`config.mk`:
```
export PLATFORM = sky130hd
export DESIGN_NAME = epag_gate
export DESIGN_NICKNAME = d
export VERILOG_FILES = /design/src/rtl/epag_pkg.sv /design/src/rtl/epag_gate.sv
export VERILOG_INCLUDE_DIRS = /design/src /design/src/rtl
export SDC_FILE = /design/constraint.sdc
export NUM_CORES = 1
export LEC_CHECK = 0
export BUFFER_PORTS_ARGS = -buffer_cell sky130_fd_sc_hd__buf_4
export CORE_ASPECT_RATIO = 2
export CORE_UTILIZATION = 55
export DETAILED_ROUTE_END_ITERATION = 7
export HOLD_SLACK_MARGIN = 0.03
export PLACE_DENSITY = 0.71
export SYNTH_ARGS = -nofsm -noshare
export SYNTH_HDL_FRONTEND = slang
export SYNTH_SLANG_ARGS = --single-unit
```
`constraint.sdc`:
```
create_clock -name sys_clk_in -period 9.3 [get_ports sys_clk_in]
set_clock_uncertainty 0.2 [all_clocks]
set_input_delay 1.395 -clock sys_clk_in [delete_from_list [all_inputs] [get_ports sys_clk_in]]
set_output_delay 1.395 -clock sys_clk_in [all_outputs]
set_load 0.005 [all_outputs]
```
`src/rtl/epag_cfg.svh`:
```
// Timing constants and fixed figures for the encoder access gate
`ifndef EPAG_CFG_SVH
`define EPAG_CFG_SVH

// ----------------------------------------
// Clock and timebase
// ----------------------------------------
`define EPAG_CLK_HZ          20000000
`define EPAG_TICK_HZ         1000
`define EPAG_TICK_DIV        (`EPAG_CLK_HZ / `EPAG_TICK_HZ)

// ----------------------------------------
// Times in milliseconds, counts in ticks
// ----------------------------------------
`define EPAG_CREATE_MS       15000
`define EPAG_GAP_MS          2000
`define EPAG_IDLE_LONG_MS    900000
`define EPAG_IDLE_SHORT_MS   30000
`define EPAG_BLINK_MS        250
`define EPAG_DEBOUNCE_MS     10
`define EPAG_MS_TO_TICKS(ms) (((ms) * `EPAG_TICK_HZ) / 1000)

// ----------------------------------------
// Code length
// ----------------------------------------
`define EPAG_CODE_LEN        4

`endif

```
`src/rtl/epag_pkg.sv`:
```
// Types shared by the encoder access gate
package epag_pkg;

  // ----------------------------------------
  // Main state machine
  // ----------------------------------------
  typedef enum logic [1:0] {
    EPAG_IDLE   = 2'b00,
    EPAG_CREATE = 2'b01,
    EPAG_ENTRY  = 2'b10,
    EPAG_OPEN   = 2'b11
  } epag_state_t;

  // ----------------------------------------
  // Status carried out of the block
  // ----------------------------------------
  typedef struct packed {
    logic code_stored;
    logic unlocked;
    logic creating;
  } epag_status_t;

endpackage

```
`src/rtl/epag_gate.sv`:
```
// Code-protected access gate of a push-button remote encoder
`timescale 1ns/1ps
`default_nettype none
`include "epag_cfg.svh"

module epag_gate #(
  parameter int NUM_LINES      = 8,
  parameter int TICK_DIV       = `EPAG_TICK_DIV,
  parameter int CREATE_TICKS   = `EPAG_MS_TO_TICKS(`EPAG_CREATE_MS),
  parameter int GAP_TICKS      = `EPAG_MS_TO_TICKS(`EPAG_GAP_MS),
  parameter int IDLE_LONG_TICKS  = `EPAG_MS_TO_TICKS(`EPAG_IDLE_LONG_MS),
  parameter int IDLE_SHORT_TICKS = `EPAG_MS_TO_TICKS(`EPAG_IDLE_SHORT_MS),
  parameter int BLINK_TICKS    = `EPAG_MS_TO_TICKS(`EPAG_BLINK_MS),
  parameter int DEB_TICKS      = `EPAG_MS_TO_TICKS(`EPAG_DEBOUNCE_MS)
) (
  // Clock and reset
  input  wire logic                 sys_clk_in,
  input  wire logic                 sys_rst_in,
  // User buttons, period select and key-learned input
  input  wire logic [NUM_LINES-1:0] data_lines_in,
  input  wire logic                 create_in,
  input  wire logic                 send_in,
  input  wire logic                 period_sel_in,
  input  wire logic                 key_learned_in,
  // Indications and gate
  output logic                      activity_indicator_out,
  output logic                      tx_enable_out,
  output epag_pkg::epag_status_t    status_out
);

  localparam int TW  = 20;
  localparam int IW  = $clog2(NUM_LINES);
  localparam int NIN = NUM_LINES + 1;

  // ----------------------------------------
  // Helper: index of highest set line
  // ----------------------------------------
  function automatic logic [IW-1:0] line_index(input logic [NUM_LINES-1:0] v);
    logic [IW-1:0] r;
    r = '0;
    for (int i = 0; i < NUM_LINES; i++)
    begin
      if (v[i])
      begin
        r = IW'(i);
      end
    end
    return r;
  endfunction

  // ----------------------------------------
  // Slow timebase: one tick per millisecond
  // ----------------------------------------
  logic [TW-1:0] div_q, div_d;
  logic          tick;

  always_comb
  begin
    tick  = (div_q == TW'(TICK_DIV - 1));
    div_d = tick ? '0 : div_q + TW'(1);
  end

  always_ff @(posedge sys_clk_in or posedge sys_rst_in)
  begin
    if (sys_rst_in)
      div_q <= '0;
    else
      div_q <= div_d;
  end

  // ----------------------------------------
  // Synchronise and debounce the data lines and the setup input
  // ----------------------------------------
  // Bit NUM_LINES is the setup input; the rest are data lines
  logic [NIN-1:0] raw;
  logic [NIN-1:0] fall;
  assign raw = {create_in, data_lines_in};

  genvar g;
  generate
    for (g = 0; g < NIN; g++)
    begin : g_deb
      logic       s1_q, s2_q, st_q, st_d, fl_d, fl_q;
      logic [7:0] cnt_q, cnt_d;

      // Debounce: level must hold DEB_TICKS before accepted
      always_comb
      begin
        st_d  = st_q;
        cnt_d = cnt_q;
        fl_d  = 1'b0;
        if (s2_q == st_q)
          cnt_d = '0;
        else if (tick)
        begin
          if (cnt_q == 8'(DEB_TICKS - 1))
          begin
            st_d  = s2_q;
            cnt_d = '0;
            fl_d  = st_q;
          end
          else
            cnt_d = cnt_q + 8'h01;
        end
      end

      always_ff @(posedge sys_clk_in or posedge sys_rst_in)
      begin
        if (sys_rst_in)
        begin
          s1_q  <= 1'b0;
          s2_q  <= 1'b0;
          st_q  <= 1'b0;
          cnt_q <= 8'h00;
          fl_q  <= 1'b0;
        end
        else
        begin
          s1_q  <= raw[g];
          s2_q  <= s1_q;
          st_q  <= st_d;
          cnt_q <= cnt_d;
          fl_q  <= fl_d;
        end
      end

      assign fall[g] = fl_q;
    end
  endgenerate

  // ----------------------------------------
  // Main gate state
  // ----------------------------------------
  epag_pkg::epag_state_t st_q, st_d;
  logic [IW-1:0] code_q   [`EPAG_CODE_LEN], code_d [`EPAG_CODE_LEN];
  logic [IW-1:0] ent_q    [`EPAG_CODE_LEN], ent_d  [`EPAG_CODE_LEN];
  logic          stored_q, stored_d;
  logic [2:0]    cnt_q, cnt_d;
  logic [TW-1:0] tmr_q, tmr_d;
  logic [TW-1:0] blink_q, blink_d;
  logic          ind_q, ind_d;
  logic          tx_q, tx_d;
  logic          data_fall, setup_fall, match;
  logic [TW-1:0] idle_lim;

  always_comb
  begin
    data_fall  = |fall[NUM_LINES-1:0];
    setup_fall = fall[NUM_LINES];
    idle_lim   = period_sel_in ? TW'(IDLE_SHORT_TICKS) : TW'(IDLE_LONG_TICKS);
    match      = 1'b1;
    for (int i = 0; i < `EPAG_CODE_LEN; i++)
    begin
      if (ent_q[i] != code_q[i])
        match = 1'b0;
    end

    st_d     = st_q;
    code_d   = code_q;
    ent_d    = ent_q;
    stored_d = stored_q;
    cnt_d    = cnt_q;
    tmr_d    = (tick && tmr_q != '1) ? tmr_q + TW'(1) : tmr_q;
    blink_d  = blink_q;
    ind_d    = 1'b0;

    case (st_q)
      epag_pkg::EPAG_IDLE:
      begin
        // A locked gate refuses setup, else anyone could replace the code
        if (setup_fall && !stored_q)
        begin
          st_d  = epag_pkg::EPAG_CREATE;
          cnt_d = '0;
          tmr_d = '0;
        end
        else if (stored_q && data_fall)
        begin
          // Wait between entries; tmr resets per entry
          if (cnt_q != 3'd0 && tmr_q > TW'(GAP_TICKS))
            cnt_d = 3'd1;
          else
            cnt_d = cnt_q + 3'd1;
          ent_d[cnt_d[1:0] - 2'd1] = line_index(fall[NUM_LINES-1:0]);
          tmr_d = '0;
        end
        else if (stored_q && cnt_q == 3'(`EPAG_CODE_LEN))
        begin
          cnt_d = '0;
          if (match)
          begin
            st_d  = epag_pkg::EPAG_OPEN;
            tmr_d = '0;
          end
        end
        else if (stored_q && cnt_q != 3'd0 && tmr_q > TW'(GAP_TICKS))
          cnt_d = '0;
      end

      epag_pkg::EPAG_CREATE:
      begin
        if (tick)
          blink_d = blink_q + TW'(1);
        if (blink_q >= TW'(BLINK_TICKS))
          blink_d = '0;
        ind_d = 1'b1;
        if (setup_fall || tmr_q >= TW'(CREATE_TICKS))
        begin
          st_d  = epag_pkg::EPAG_IDLE;
          cnt_d = '0;
          ind_d = 1'b0;
        end
        else if (data_fall)
        begin
          code_d[cnt_q[1:0]] = line_index(fall[NUM_LINES-1:0]);
          cnt_d = cnt_q + 3'd1;
          if (cnt_q == 3'(`EPAG_CODE_LEN - 1))
          begin
            stored_d = 1'b1;
            st_d     = epag_pkg::EPAG_IDLE;
            cnt_d    = '0;
            ind_d    = 1'b0;
          end
        end
      end

      epag_pkg::EPAG_OPEN:
      begin
        if (send_in || data_fall)
          tmr_d = '0;
        else if (tmr_q > idle_lim)
          st_d = epag_pkg::EPAG_IDLE;
        if (setup_fall)
        begin
          st_d  = epag_pkg::EPAG_CREATE;
          cnt_d = '0;
          tmr_d = '0;
        end
      end

      default:
        st_d = epag_pkg::EPAG_IDLE;
    endcase

    // Toggling phase of the indicator while creating
    if (st_d == epag_pkg::EPAG_CREATE)
      ind_d = (blink_d < TW'(BLINK_TICKS / 2)) ? 1'b1 : 1'b0;
    else
      blink_d = '0;

    // Only a newly learned key erases the code
    if (key_learned_in)
    begin
      stored_d = 1'b0;
      cnt_d    = '0;
      if (st_d == epag_pkg::EPAG_OPEN)
        st_d = epag_pkg::EPAG_IDLE;
    end

    // Send is passed only when unlocked or no code exists
    tx_d = send_in && (!stored_d || st_d == epag_pkg::EPAG_OPEN)
           && st_d != epag_pkg::EPAG_CREATE;
  end

  always_ff @(posedge sys_clk_in or posedge sys_rst_in)
  begin
    if (sys_rst_in)
    begin
      st_q     <= epag_pkg::EPAG_IDLE;
      stored_q <= 1'b0;
      cnt_q    <= 3'd0;
      tmr_q    <= '0;
      blink_q  <= '0;
      ind_q    <= 1'b0;
      tx_q     <= 1'b0;
      for (int i = 0; i < `EPAG_CODE_LEN; i++)
      begin
        code_q[i] <= '0;
        ent_q[i]  <= '0;
      end
    end
    else
    begin
      st_q     <= st_d;
      stored_q <= stored_d;
      cnt_q    <= cnt_d;
      tmr_q    <= tmr_d;
      blink_q  <= blink_d;
      ind_q    <= ind_d;
      tx_q     <= tx_d;
      code_q   <= code_d;
      ent_q    <= ent_d;
    end
  end

  // ----------------------------------------
  // Registered outputs
  // ----------------------------------------
  epag_pkg::epag_status_t stat_q;

  always_ff @(posedge sys_clk_in or posedge sys_rst_in)
  begin
    if (sys_rst_in)
      stat_q <= '0;
    else
    begin
      stat_q.code_stored <= stored_d;
      stat_q.unlocked    <= (st_d == epag_pkg::EPAG_OPEN);
      stat_q.creating    <= (st_d == epag_pkg::EPAG_CREATE);
    end
  end

  assign activity_indicator_out = ind_q;
  assign tx_enable_out          = tx_q;
  assign status_out             = stat_q;

endmodule
`default_nettype wire

```
==> summary.md, run 1 <==
| Metric | Value |
|---|---|
| Hold path endpoint | `g_deb[1].s2_q` |
| # rows | `70` |
| RSZ-0062 raised after global routing | `no` |
| I/O Buffers | `18` |
| Setup Crit Path Kind | `input pin to flip-flop` |
| Mapped Cells | `1026` |
| Power Density | `148 nW/um2` |
| EDFF count, synth | `0` |
| N_diodes | `0` |
| Netlist cell types | `66` |
| Crit. End Element | `flip-flop` |
| WL final | `20100 um` |
| First DRT Iteration DRCs | `306` |
| Setup TNS | `0 ns` |
| WHS Path Cells | `0` |
| Crit path max fanout | `20` |
| DR WL met2 | `11000 um` |
| Metal3 WL | `537 um` |
| Clk slew on worst S/H paths | `0.06 ns` |
| Crit path required time | `9.53 ns` |
| Initial core utilization | `56.0%` |
| Synth warn | `0` |
| Avg Cell Area, Syn | `9.99 um2` |
| Commonest non-fill, non-tap cell in the layout | `dfrtp_1` |
| GRT Util Overall | `22.4%` |
| Slew Viols, Final | `0` |
| Wire per inst | `15.9 um` |
| Peak VDD IR | `0.000134 V` |
| Final Hold Vio Count | `0` |
| Max incr delay on CP | `0.79 ns` |
| Run status | `complete, no violations` |
| Dpl hpwl | `14100 um` |
| Critical-path top delay cell | `nor4b_4` |
| Routability cong. | `0.842` |
| CP arrival | `4.10 ns` |
| Layout area overhead | `8.57%` |
| Pre-antenna DRT Iters | `4` |
| DRC | `0` |
| Post-CTS Setup Inserts | `0` |
| Syn_nets | `1083` |
| # IOs | `19` |
| Worst R2R Path Depth | `9` |
| Fill count | `1586` |
| Async set-or-reset flop fraction in the synthesized netlist | `100%` |
| Primary FF master, synth | `dfrtp_1` |
| Setup violators final | `0` |
| Gr ovfl total | `0` |
| Clock tree sinks | `202` |
| Post-cts resize count | `0` |
| Reg2reg start | `cnt_q[0]` |
| Flops & latches, synth | `202` |
| Reg area | `5050 um2` |
| Static Leak | `5.06 nW` |
| Total CTS buffers | `19` |
| Fmax | `258 MHz` |
| Post-Syn Area | `10300 um2` |
| CTS tree | `done` |
| CTS Hold Bufs | `0` |
| Vias per cell | `5.93` |
| Most frequent cells in the layout | `dfrtp_1, nor2_1, nand2_1, o21ai_1, nand3_1` |
| Worst hold path type | `flip-flop to flip-flop` |
| First-pass GRT wire length | `35700 um` |
| Max Cap Viol | `0` |
| Number of antenna violations at the first check in global routing | `0` |
| Max Used Layer | `met4` |
| Worst slew margin | `34.0%` |
| Top cell type's share of synthesized area | `49.3%` |
| Area of the multi-input gates | `4950 um2` |
| R2R Setup Slk | `5.84 ns` |
| Min-delay src | `g_deb[1].s1_q` |
| Largest net degree at the start of global routing | `131` |
| Die Wd | `98.6 um` |
| Via count | `7507` |
| Min Tclk post-route | `3.87 ns` |
| Post-synth top area cell | `dfrtp_1` |
| Vias in the first global route | `7774` |
| Worst-Margin Slew | `0.990 ns` |
| Startpoint Class | `input pin` |
| H-Tree Depth | `1` |
| Root Buffer | `clkbuf_16` |
| Largest buffer count on any clock path | `3` |
| Die height | `195 um` |
| Tcrit/Tclk final | `41.7%` |
| Core area | `18300 um2` |
| Met1 Wirelength | `7820 um` |
| Reg2reg end | `blink_q[1]` |
| CP cell instances | `buf_4, ha_1, o21a_1, o21ai_0, nor4bb_1, a2111oi_4, o22a_1, nor4b_4, o211a_1` |
| Layout cell share with drive strength beyond 1 | `6.00%` |
| Sequential area share after synthesis | `49.3%` |
| Die area | `19200 um2` |
| Design Power | `1.65 mW` |
| Final antenna-violating net count | `0` |
| Synth top area cells | `dfrtp_1, ha_1, nor2_1` |
| Fin nets | `1096` |
| Clock latency on the worst-skew pair | `0.49 ns` |
==> worst max path at each step <==
stage                              from                      to  slack [ns]  depth (start not counted)
after floorplan              sys_rst_in  activity_indicator_out        2.19                          1
after global placement    period_sel_in              blink_q[1]        4.95                          9
after detailed placement  period_sel_in              blink_q[1]        4.87                          9
after CTS                 period_sel_in              blink_q[1]        5.39                          9
after global routing      period_sel_in              blink_q[1]        5.23                          9
final                     period_sel_in              blink_q[1]        5.43                          9
==> per-layer routing <==
metal  global-route usage, %  vias up
met3                    2.61       41
met1                    25.2     3706
met2                    42.1      114
met5                       0        -
li1                        -     3646
met4                    9.29        0
==> metrics by stage <==
stage / area (um2) / worst slack [ns] / util (%) / hold slack [ns] / cells
final: 11100 / 5.43 / 60.8 / 0.148 / 1266
after floorplan: 10300 / 2.19 / - / 0.131 / 1026
after global routing: 11100 / 5.23 / 60.8 / 0.158 / 1266
after CTS: 11100 / 5.39 / 60.8 / 0.150 / 1266
after global placement: 10600 / 4.95 / 57.7 / 0.133 / 1234
after detailed placement: 10600 / 4.87 / 57.7 / 0.136 / 1234
==> area by class of cell <==
type	instances	area share, %
inverters	33	1.18
well taps	216	2.43
multi-input cells	762	44.4
flip-flops and latches	202	45.4
repair buffers	21	1.42
clock inverters	6	0.528
clock buffers	26	4.60
==> cell usage after synthesis (9+ instances only) <==
cell      instances
a21oi_1          21
xor2_1           37
clkbuf_1         21
nor4_1           12
and3_1           29
o21ai_0          28
nand2_1          79
nand3_1          60
nand4_1          28
o21ai_1          76
nor3_1           21
and2_1           18
o31ai_1          12
nand2b_1         12
nor2b_1          13
nor2_1          106
ha_1             43
dfrtp_1         202
nor4b_1          15
and2b_1           9
inv_1            32
mux2_1           30
xnor2_1          43
==> critical path, delay by kind of cell <==
family                     cells  cell delay [ns]
AOI/OAI and AO/OA              5             0.99
and+or+nand+nor                2             1.25
adders and majority gates      1             0.32
buffers and inverters          1             0.15
==> kinds of logic after synthesis <==
group,after synthesis,synth area share [%]
xor gates and xnor gates,80,6.83
DFF,202,49.3
and+or+nand+nor,429,21.9
muxes,33,3.62
buffers and inverters,62,2.54
adders and majority gates,43,5.25
AOI/OAI and AO/OA,177,10.6
==> registers in the layout (all words and copies together) (netlist names) <==
register / count
g_deb.cnt_q: 72
blink_q: 20
div_q: 20
tmr_q: 20
code_q: 12
ent_q: 12
g_deb.fl_q: 9
g_deb.s1_q: 9
g_deb.s2_q: 9
g_deb.st_q: 9
cnt_q: 3
status_out: 3
st_q: 2
activity_indicator_out: 1
tx_enable_out: 1
==> power by group <==
part	switching (mW)	total, mW	internal (mW)	leakage, nW
Combinational	0.0263	0.0332	0.00692	2.02
Clock	0.319	0.733	0.414	0.283
Sequential	0.00251	0.885	0.883	2.75
Note: power is estimated with default switching activity, not from simulation.
==> inputs of run 2 (changes only) <==
--- a/config.mk
+++ b/config.mk
@@ -6,6 +6,7 @@
 export SDC_FILE = /design/constraint.sdc
 export NUM_CORES = 1
 export LEC_CHECK = 0
+export ABC_AREA = 1
 export BUFFER_PORTS_ARGS = -buffer_cell sky130_fd_sc_hd__buf_4
 export CORE_ASPECT_RATIO = 2
 export CORE_UTILIZATION = 55
==> constraint.sdc (replaced) <==
create_clock -name sys_clk_in -period 3.6 [get_ports sys_clk_in]
set_clock_uncertainty 0.2 [all_clocks]
set_input_delay 0.54 -clock sys_clk_in [delete_from_list [all_inputs] [get_ports sys_clk_in]]
set_output_delay 0.54 -clock sys_clk_in [all_outputs]
set_load 0.005 [all_outputs]
==> run 2 against run 1 <==
Register-to-register slack worse by 4.9 ns. Die area increased by 4.0%. Final cell count up 26%. Largest cell class unchanged. Global-route usage is 1.7 points higher. Clock power rose to 2.7 times the previous value. Synthesized cell count increased by 25%. Critical path depth increased by 2. Worst setup slack worse by 4.4 ns. Combinational power rose to 3.4 times the previous value. Sequential power grew to 2.6 times the previous value. Count of clock-buffer cells in the layout up 2.
==> summary.md, run 2 <==
| Metric | Value |
|---|---|
| Run status | `complete, no violations` |
| Clock tree sinks | `202` |
| CP arrival | `2.79 ns` |
| Die height | `199 um` |
| CP Buf/Inv Count | `3` |
| Most common cell in the netlist | `inv_1` |
| EDFF count, synth | `0` |
| Final antenna-violating net count | `0` |
| Min Tclk post-route | `2.62 ns` |
| Total CTS buffers | `20` |
| Tcrit/Tclk final | `72.7%` |
| # IOs | `19` |
| Layout area overhead | `11.2%` |
| Total stage count of the critical path | `11` |
| Die area | `20000 um2` |
| Pre-antenna DRT Iters | `4` |
| Dpl cell area | `11200 um2` |
| Primary FF master, synth | `dfrtp_1` |
| R2R Setup Slk | `0.98 ns` |
| I/O Buffers | `18` |
| Post-cts resize count | `0` |
| Worst R2R Path Depth | `11` |
| CP cell instances | `inv_1, ha_1, nand3_1, inv_1, nand3_1, nor2_1, nand2_1, o21ai_0, nand3_1, inv_1, nor3_1` |
| Setup Crit Path Kind | `flip-flop to flip-flop` |
| Final Cell Area | `11900 um2` |
| Number of flip-flops in the largest register | `72` |
| Power Density | `370 nW/um2` |
| Fin cells | `1595` |
| N_diodes | `0` |
| Design Power | `4.39 mW` |
| Reg2reg start | `cnt_q[0]` |
| Family with the most delay on the worst path | `simple AND/OR/NAND/NOR gates` |
| Synth warn | `0` |
| CTS tree | `done` |
| Reg2reg end | `tmr_q[14]` |
| Fmax | `382 MHz` |
| Worst hold path type | `input pin to flip-flop` |
| Worst hold margin | `0.0664 ns` |
| H-Tree Depth | `1` |
| Top cell type's share of synthesized area | `47.4%` |
| Final Hold Vio Count | `0` |
| Wire per inst | `14.2 um` |
| Async set-or-reset flop fraction in the synthesized netlist | `100%` |
| Die Wd | `101 um` |
| Crit path to | `tmr_q[14]` |
| WL final | `22600 um` |
| Setup violators final | `0` |
| DRC | `0` |
| Crit path required time | `3.77 ns` |
| Dpl hpwl | `16600 um` |
| CP Launch Point | `cnt_q[0]` |
| Final core utilization | `62.7%` |
| Max incr delay on CP | `0.44 ns` |
| Number of antenna violations at the first check in global routing | `0` |
| Commonest cells in the netlist | `inv_1, nand2_1, dfrtp_1` |
| Startpoint Class | `flip-flop` |
| Fin nets | `1386` |
| Sequential area share after synthesis | `47.4%` |
| Netlist cell types | `44` |
| Peak VDD IR | `0.000358 V` |
| Routability cong. | `0.891` |
| Syn_nets | `1341` |
| Layout cell share with drive strength beyond 1 | `6.49%` |
| Worst slack at placement | `0.702 ns` |
| Worst-Margin Slew | `0.751 ns` |
| Mapped Cells | `1284` |
| Static Leak | `5.49 nW` |
| Top reg by flops | `g_deb.cnt_q` |
| Largest net degree at the start of global routing | `74` |
| GRT Util Overall | `24.1%` |
| Slew Viols, Final | `0` |
| Setup ws final | `0.983 ns` |
| RSZ-0062 raised after global routing | `no` |
| Vias in the first global route | `8773` |
| Crit path max fanout | `14` |
| Clock latency on the worst-skew pair | `0.50 ns` |
| First-pass GRT wire length | `38900 um` |
| # rows | `71` |
| Clk slew on worst S/H paths | `0.06 ns` |
| Post-synth top area cell | `dfrtp_1` |
| DP Cell Count | `1552` |
| Core area | `18900 um2` |
| Post-Syn Area | `10700 um2` |
| First DRT Iteration DRCs | `365` |
| Critical-path top delay cell | `dfrtp_1` |
| Most frequent cells in the layout | `inv_1, nand2_1, dfrtp_1, nor2_1, nand3_1` |
| Vias per cell | `5.40` |
| Via count | `8620` |
| Post-CTS Setup Inserts | `0` |
| Worst slew margin | `49.6%` |
| Setup TNS | `0 ns` |
| Avg Cell Area, Syn | `8.31 um2` |
| Commonest non-fill, non-tap cell in the layout | `inv_1` |
| Initial core utilization | `56.4%` |
| Max Cap Viol | `0` |
| Gr ovfl total | `0` |
| Root Buffer | `clkbuf_16` |
| Synth top area cells | `dfrtp_1, inv_1, nand2_1` |
| Crit. End Element | `flip-flop` |
| Flops & latches, synth | `202` |
| Largest buffer count on any clock path | `3` |
==> run 2: how the worst min path moves through the flow <==
stage / from / end / slack, ns / depth (start not counted)
2_1_floorplan: g_deb[0].s1_q / g_deb[0].s2_q / 0.13 / 0
3_3_place_gp: g_deb[4].s1_q / g_deb[4].s2_q / 0.13 / 0
3_5_place_dp: g_deb[3].s1_q / g_deb[3].s2_q / 0.14 / 0
4_1_cts: key_learned_in / st_q[0] / 0.05 / 2
5_1_grt: send_in / tx_enable_out / 0.08 / 3
6_report: key_learned_in / st_q[0] / 0.07 / 2
==> run 2: metal layers <==
layer | up-vias | wire length, um | share of wire (%) | global-route usage (%)
li1 | 4313 | - | - | -
met1 | 4132 | 8750 | 39 | 25.2
met2 | 118 | 12600 | 56 | 47.1
met3 | 57 | 487 | 2.2 | 2.42
met4 | 0 | 818 | 3.6 | 10.8
met5 | - | 0 | 0 | 0
==> run 2: worst reg2reg max path: stages (launching register included) <==
cell and delay [ns]:
dfrtp_1 0.44, inv_1 0.16, ha_1 0.21, nand3_1 0.10, inv_1 0.07, nand3_1 0.06, nor2_1 0.10, nand2_1 0.08
o21ai_0 0.17, nand3_1 0.42, inv_1 0.38, nor3_1 0.12
==> run 2: what timing repair did <==
item / 4_1_cts / 5_1_grt
hold buffers: 10 / 0
endpoints found under the hold margin: 35 / 0
setup endpoints to repair: 0 / 0
==> run 2: cell families after synthesis <==
logic type / count (synthesis) / share of synthesized area, %
simple gates: 560 / 24.2
buf+inv: 226 / 8.17
fa+ha+maj: 43 / 5.04
xor+xnor: 54 / 4.43
mux: 2 / 0.211
flops: 202 / 47.4
compound gates: 197 / 10.6
==> run 2: cell type report <==
cell class              count  area [um2]
inverters                 214         812
multi-input cells         856        4750
clock inverters             5        27.5
well taps                 255         319
flip-flops and latches    202        5050
repair buffers             35         325
clock buffers              28         582
fillers                  1684        7050
==> run 2: where the power goes <==
| part | switching [mW] | total (mW) | internal, mW |
|---|---|---|---|
| registers | 0.00514 | 2.29 | 2.28 |
| logic | 0.0784 | 0.113 | 0.0342 |
| clock network | 0.868 | 1.99 | 1.12 |
| total | 0.951 | 4.39 | 3.44 |
==> inputs of run 3 (changes only) <==
--- a/config.mk
+++ b/config.mk
@@ -12,7 +12,7 @@
 export CORE_UTILIZATION = 55
 export DETAILED_ROUTE_END_ITERATION = 7
 export HOLD_SLACK_MARGIN = 0.03
-export PLACE_DENSITY = 0.71
+export PLACE_DENSITY = 0.74
 export SYNTH_ARGS = -nofsm -noshare
 export SYNTH_HDL_FRONTEND = slang
 export SYNTH_SLANG_ARGS = --single-unit
==> constraint.sdc (replaced) <==
create_clock -name sys_clk_in -period 2.2 [get_ports sys_clk_in]
set_clock_uncertainty 0.2 [all_clocks]
set_input_delay 0.33 -clock sys_clk_in [delete_from_list [all_inputs] [get_ports sys_clk_in]]
set_output_delay 0.33 -clock sys_clk_in [all_outputs]
set_load 0.005 [all_outputs]
==> run 3 against run 2 <==
The run now ends with setup timing left. Final area increased by 15%. Count of clock-buffer cells in the layout stayed put. Worst setup slack got worse by 1.1 ns. Clock power grew 65%. Worst hold slack better by 0.081 ns. Register-to-register slack got worse by 1.1 ns. Combinational power is 100% higher. Sequential power grew 63%. Utilization increased by 9.7 points. Critical path depth is 4 higher.
==> summary.md, run 3 (synthesized netlist as in run 2, its figures left out) <==
| Metric | Value |
|---|---|
| Largest net degree at the start of global routing | `57` |
| Run status | `finished with violations` |
| Wire per inst | `14.6 um` |
| CTS tree | `done` |
| Static Leak | `6.21 nW` |
| Worst R2R Path Depth | `15` |
| Violated checks | `setup timing` |
| Fin nets | `1521` |
| Fmax | `433 MHz` |
| GRT Util Overall | `24.9%` |
| Final Hold Vio Count | `0` |
| First DRT Iteration DRCs | `374` |
| N_diodes | `0` |
| Final Cell Area | `13700 um2` |
| Dpl hpwl | `17200 um` |
| First-pass GRT wire length | `40200 um` |
| Top reg by flops | `g_deb.cnt_q` |
| H-Tree Depth | `1` |
| Crit. End Element | `flip-flop` |
| Max Cap Viol | `0` |
| Design Power | `7.25 mW` |
| Commonest non-fill, non-tap cell in the layout | `dfrtp_1` |
| Worst-Margin Slew | `0.499 ns` |
| Setup ws final | `-0.108 ns` |
| Clock latency on the worst-skew pair | `0.49 ns` |
| Die area | `20000 um2` |
| Core area | `18900 um2` |
| Reg2reg start | `cnt_q[0]` |
| WL final | `25300 um` |
| Via count | `9386` |
| Total CTS buffers | `19` |
| Vias in the first global route | `9204` |
| RSZ-0062 raised after global routing | `yes` |
| Vias per cell | `5.42` |
| WHS Path Cells | `0` |
| Layout area overhead | `28.4%` |
| Largest buffer count on any clock path | `3` |
| Number of antenna violations at the first check in global routing | `0` |
| Startpoint Class | `flip-flop` |
| Gr ovfl total | `0` |
| Most frequent cells in the layout | `dfrtp_1, inv_1, nand2_1, buf_4, nand3_1` |
| # IOs | `19` |
| Root Buffer | `clkbuf_16` |
| Dpl cell area | `11900 um2` |
| Setup Crit Path Kind | `flip-flop to flip-flop` |
| DRC | `0` |
| Initial core utilization | `56.4%` |
| Pre-antenna DRT Iters | `5` |
| Die Wd | `101 um` |
| Slew Viols, Final | `0` |
| Worst slew margin | `66.4%` |
| # rows | `71` |
| Peak VDD IR | `0.000651 V` |
| Power Density | `529 nW/um2` |
| Layout cell share with drive strength beyond 1 | `24.0%` |
| CP Launch Point | `cnt_q[0]` |
| Number of flip-flops in the largest register | `72` |
| Setup violators final | `34` |
| I/O Buffers | `18` |
| Final antenna-violating net count | `0` |
| Crit path max fanout | `5` |
| Min Tclk post-route | `2.31 ns` |
| CP arrival | `2.51 ns` |
| Routability cong. | `0.868` |
| Clock tree sinks | `202` |
| Min-delay src | `g_deb[5].s1_q` |
| Tcrit/Tclk final | `105%` |
| Clk slew on worst S/H paths | `0.06 ns` |
| Worst hold path type | `flip-flop to flip-flop` |
| Die height | `199 um` |
| Crit path required time | `2.40 ns` |
[run 3: cell count changes in the layout (fill, tap and decap cells not counted), sizes merged]
cell	delta
buf	+132
bufinv	+2
clkinv	-2
dlygate4sd3	+2
clkbuf	+1
nand3	+1
[run 3: final cells by class]
cell class,count,area (um2)
clock buffers,28,529
clock inverters,5,77.6
fillers,1367,5220
inverters,214,815
multi-input cells,857,5460
flip-flops and latches,202,5060
well taps,255,319
repair buffers,170,1450
[run 3: critical path, cell delays in order, from the launching register on]
cell and delay (ns):
dfrtp_1 0.41, inv_2 0.09, ha_4 0.15, nand3_2 0.08
inv_1 0.07, nand3_1 0.07, nor2_1 0.13, nand2_1 0.11
nor2_2 0.14, nand2_1 0.06, nand2_1 0.07, a21oi_2 0.06
nand2_2 0.13, nand3_4 0.16, buf_6 0.18, nor3_4 0.12
[run 3: what timing repair did]
item,CTS,global route
pin swaps,10,41
endpoints found under the setup margin,45,116
hold buffers,12,0
buffers inserted,13,20
endpoints found under the hold margin,48,0
gates cloned,0,3
gates resized for setup,32,180
[run 3: power breakdown]
group / total [mW] / switching, mW / internal (mW)
logic: 0.227 / 0.144 / 0.0837
clock network: 3.28 / 1.38 / 1.90
registers: 3.74 / 0.00798 / 3.73
total: 7.25 / 1.53 / 5.72
[run 3: per-stage QoR]
| stage | TNS [ns] | setup WS, ns | instances | utilization [%] | hold WS, ns |
|---|---|---|---|---|---|
| 2_1_floorplan | -191.15 | -0.946 | 1284 | - | 0.131 |
| 3_3_place_gp | -4.86 | -0.262 | 1650 | 63.1 | 0.132 |
| 3_5_place_dp | -6.18 | -0.377 | 1650 | 63.1 | 0.136 |
| 4_1_cts | -0.0389 | -0.0127 | 1708 | 67.9 | 0.150 |
| 5_1_grt | -9.84 | -0.252 | 1731 | 72.4 | 0.152 |
| 6_report | -2.06 | -0.108 | 1731 | 72.4 | 0.148 |
[run 3: worst paths after layout]
path	end	slack, ns
setup / recovery	blink_q[9]	-0.11
hold / removal	g_deb[5].s2_q	0.15
setup reg to reg	blink_q[9]	-0.11
hold reg to reg	g_deb[5].s2_q	0.15
max in group asynchronous	g_deb[0].cnt_q[1]	0.94
min in group asynchronous	g_deb[7].cnt_q[3]	0.23
[run 3: layer usage]
metal	vias up	global-route usage, %	share of wire (%)
met5	-	0	0
met4	0	11.1	3.9
met3	68	2.35	2.4
met2	161	48.6	56
met1	4558	26.1	38
li1	4599	-	-
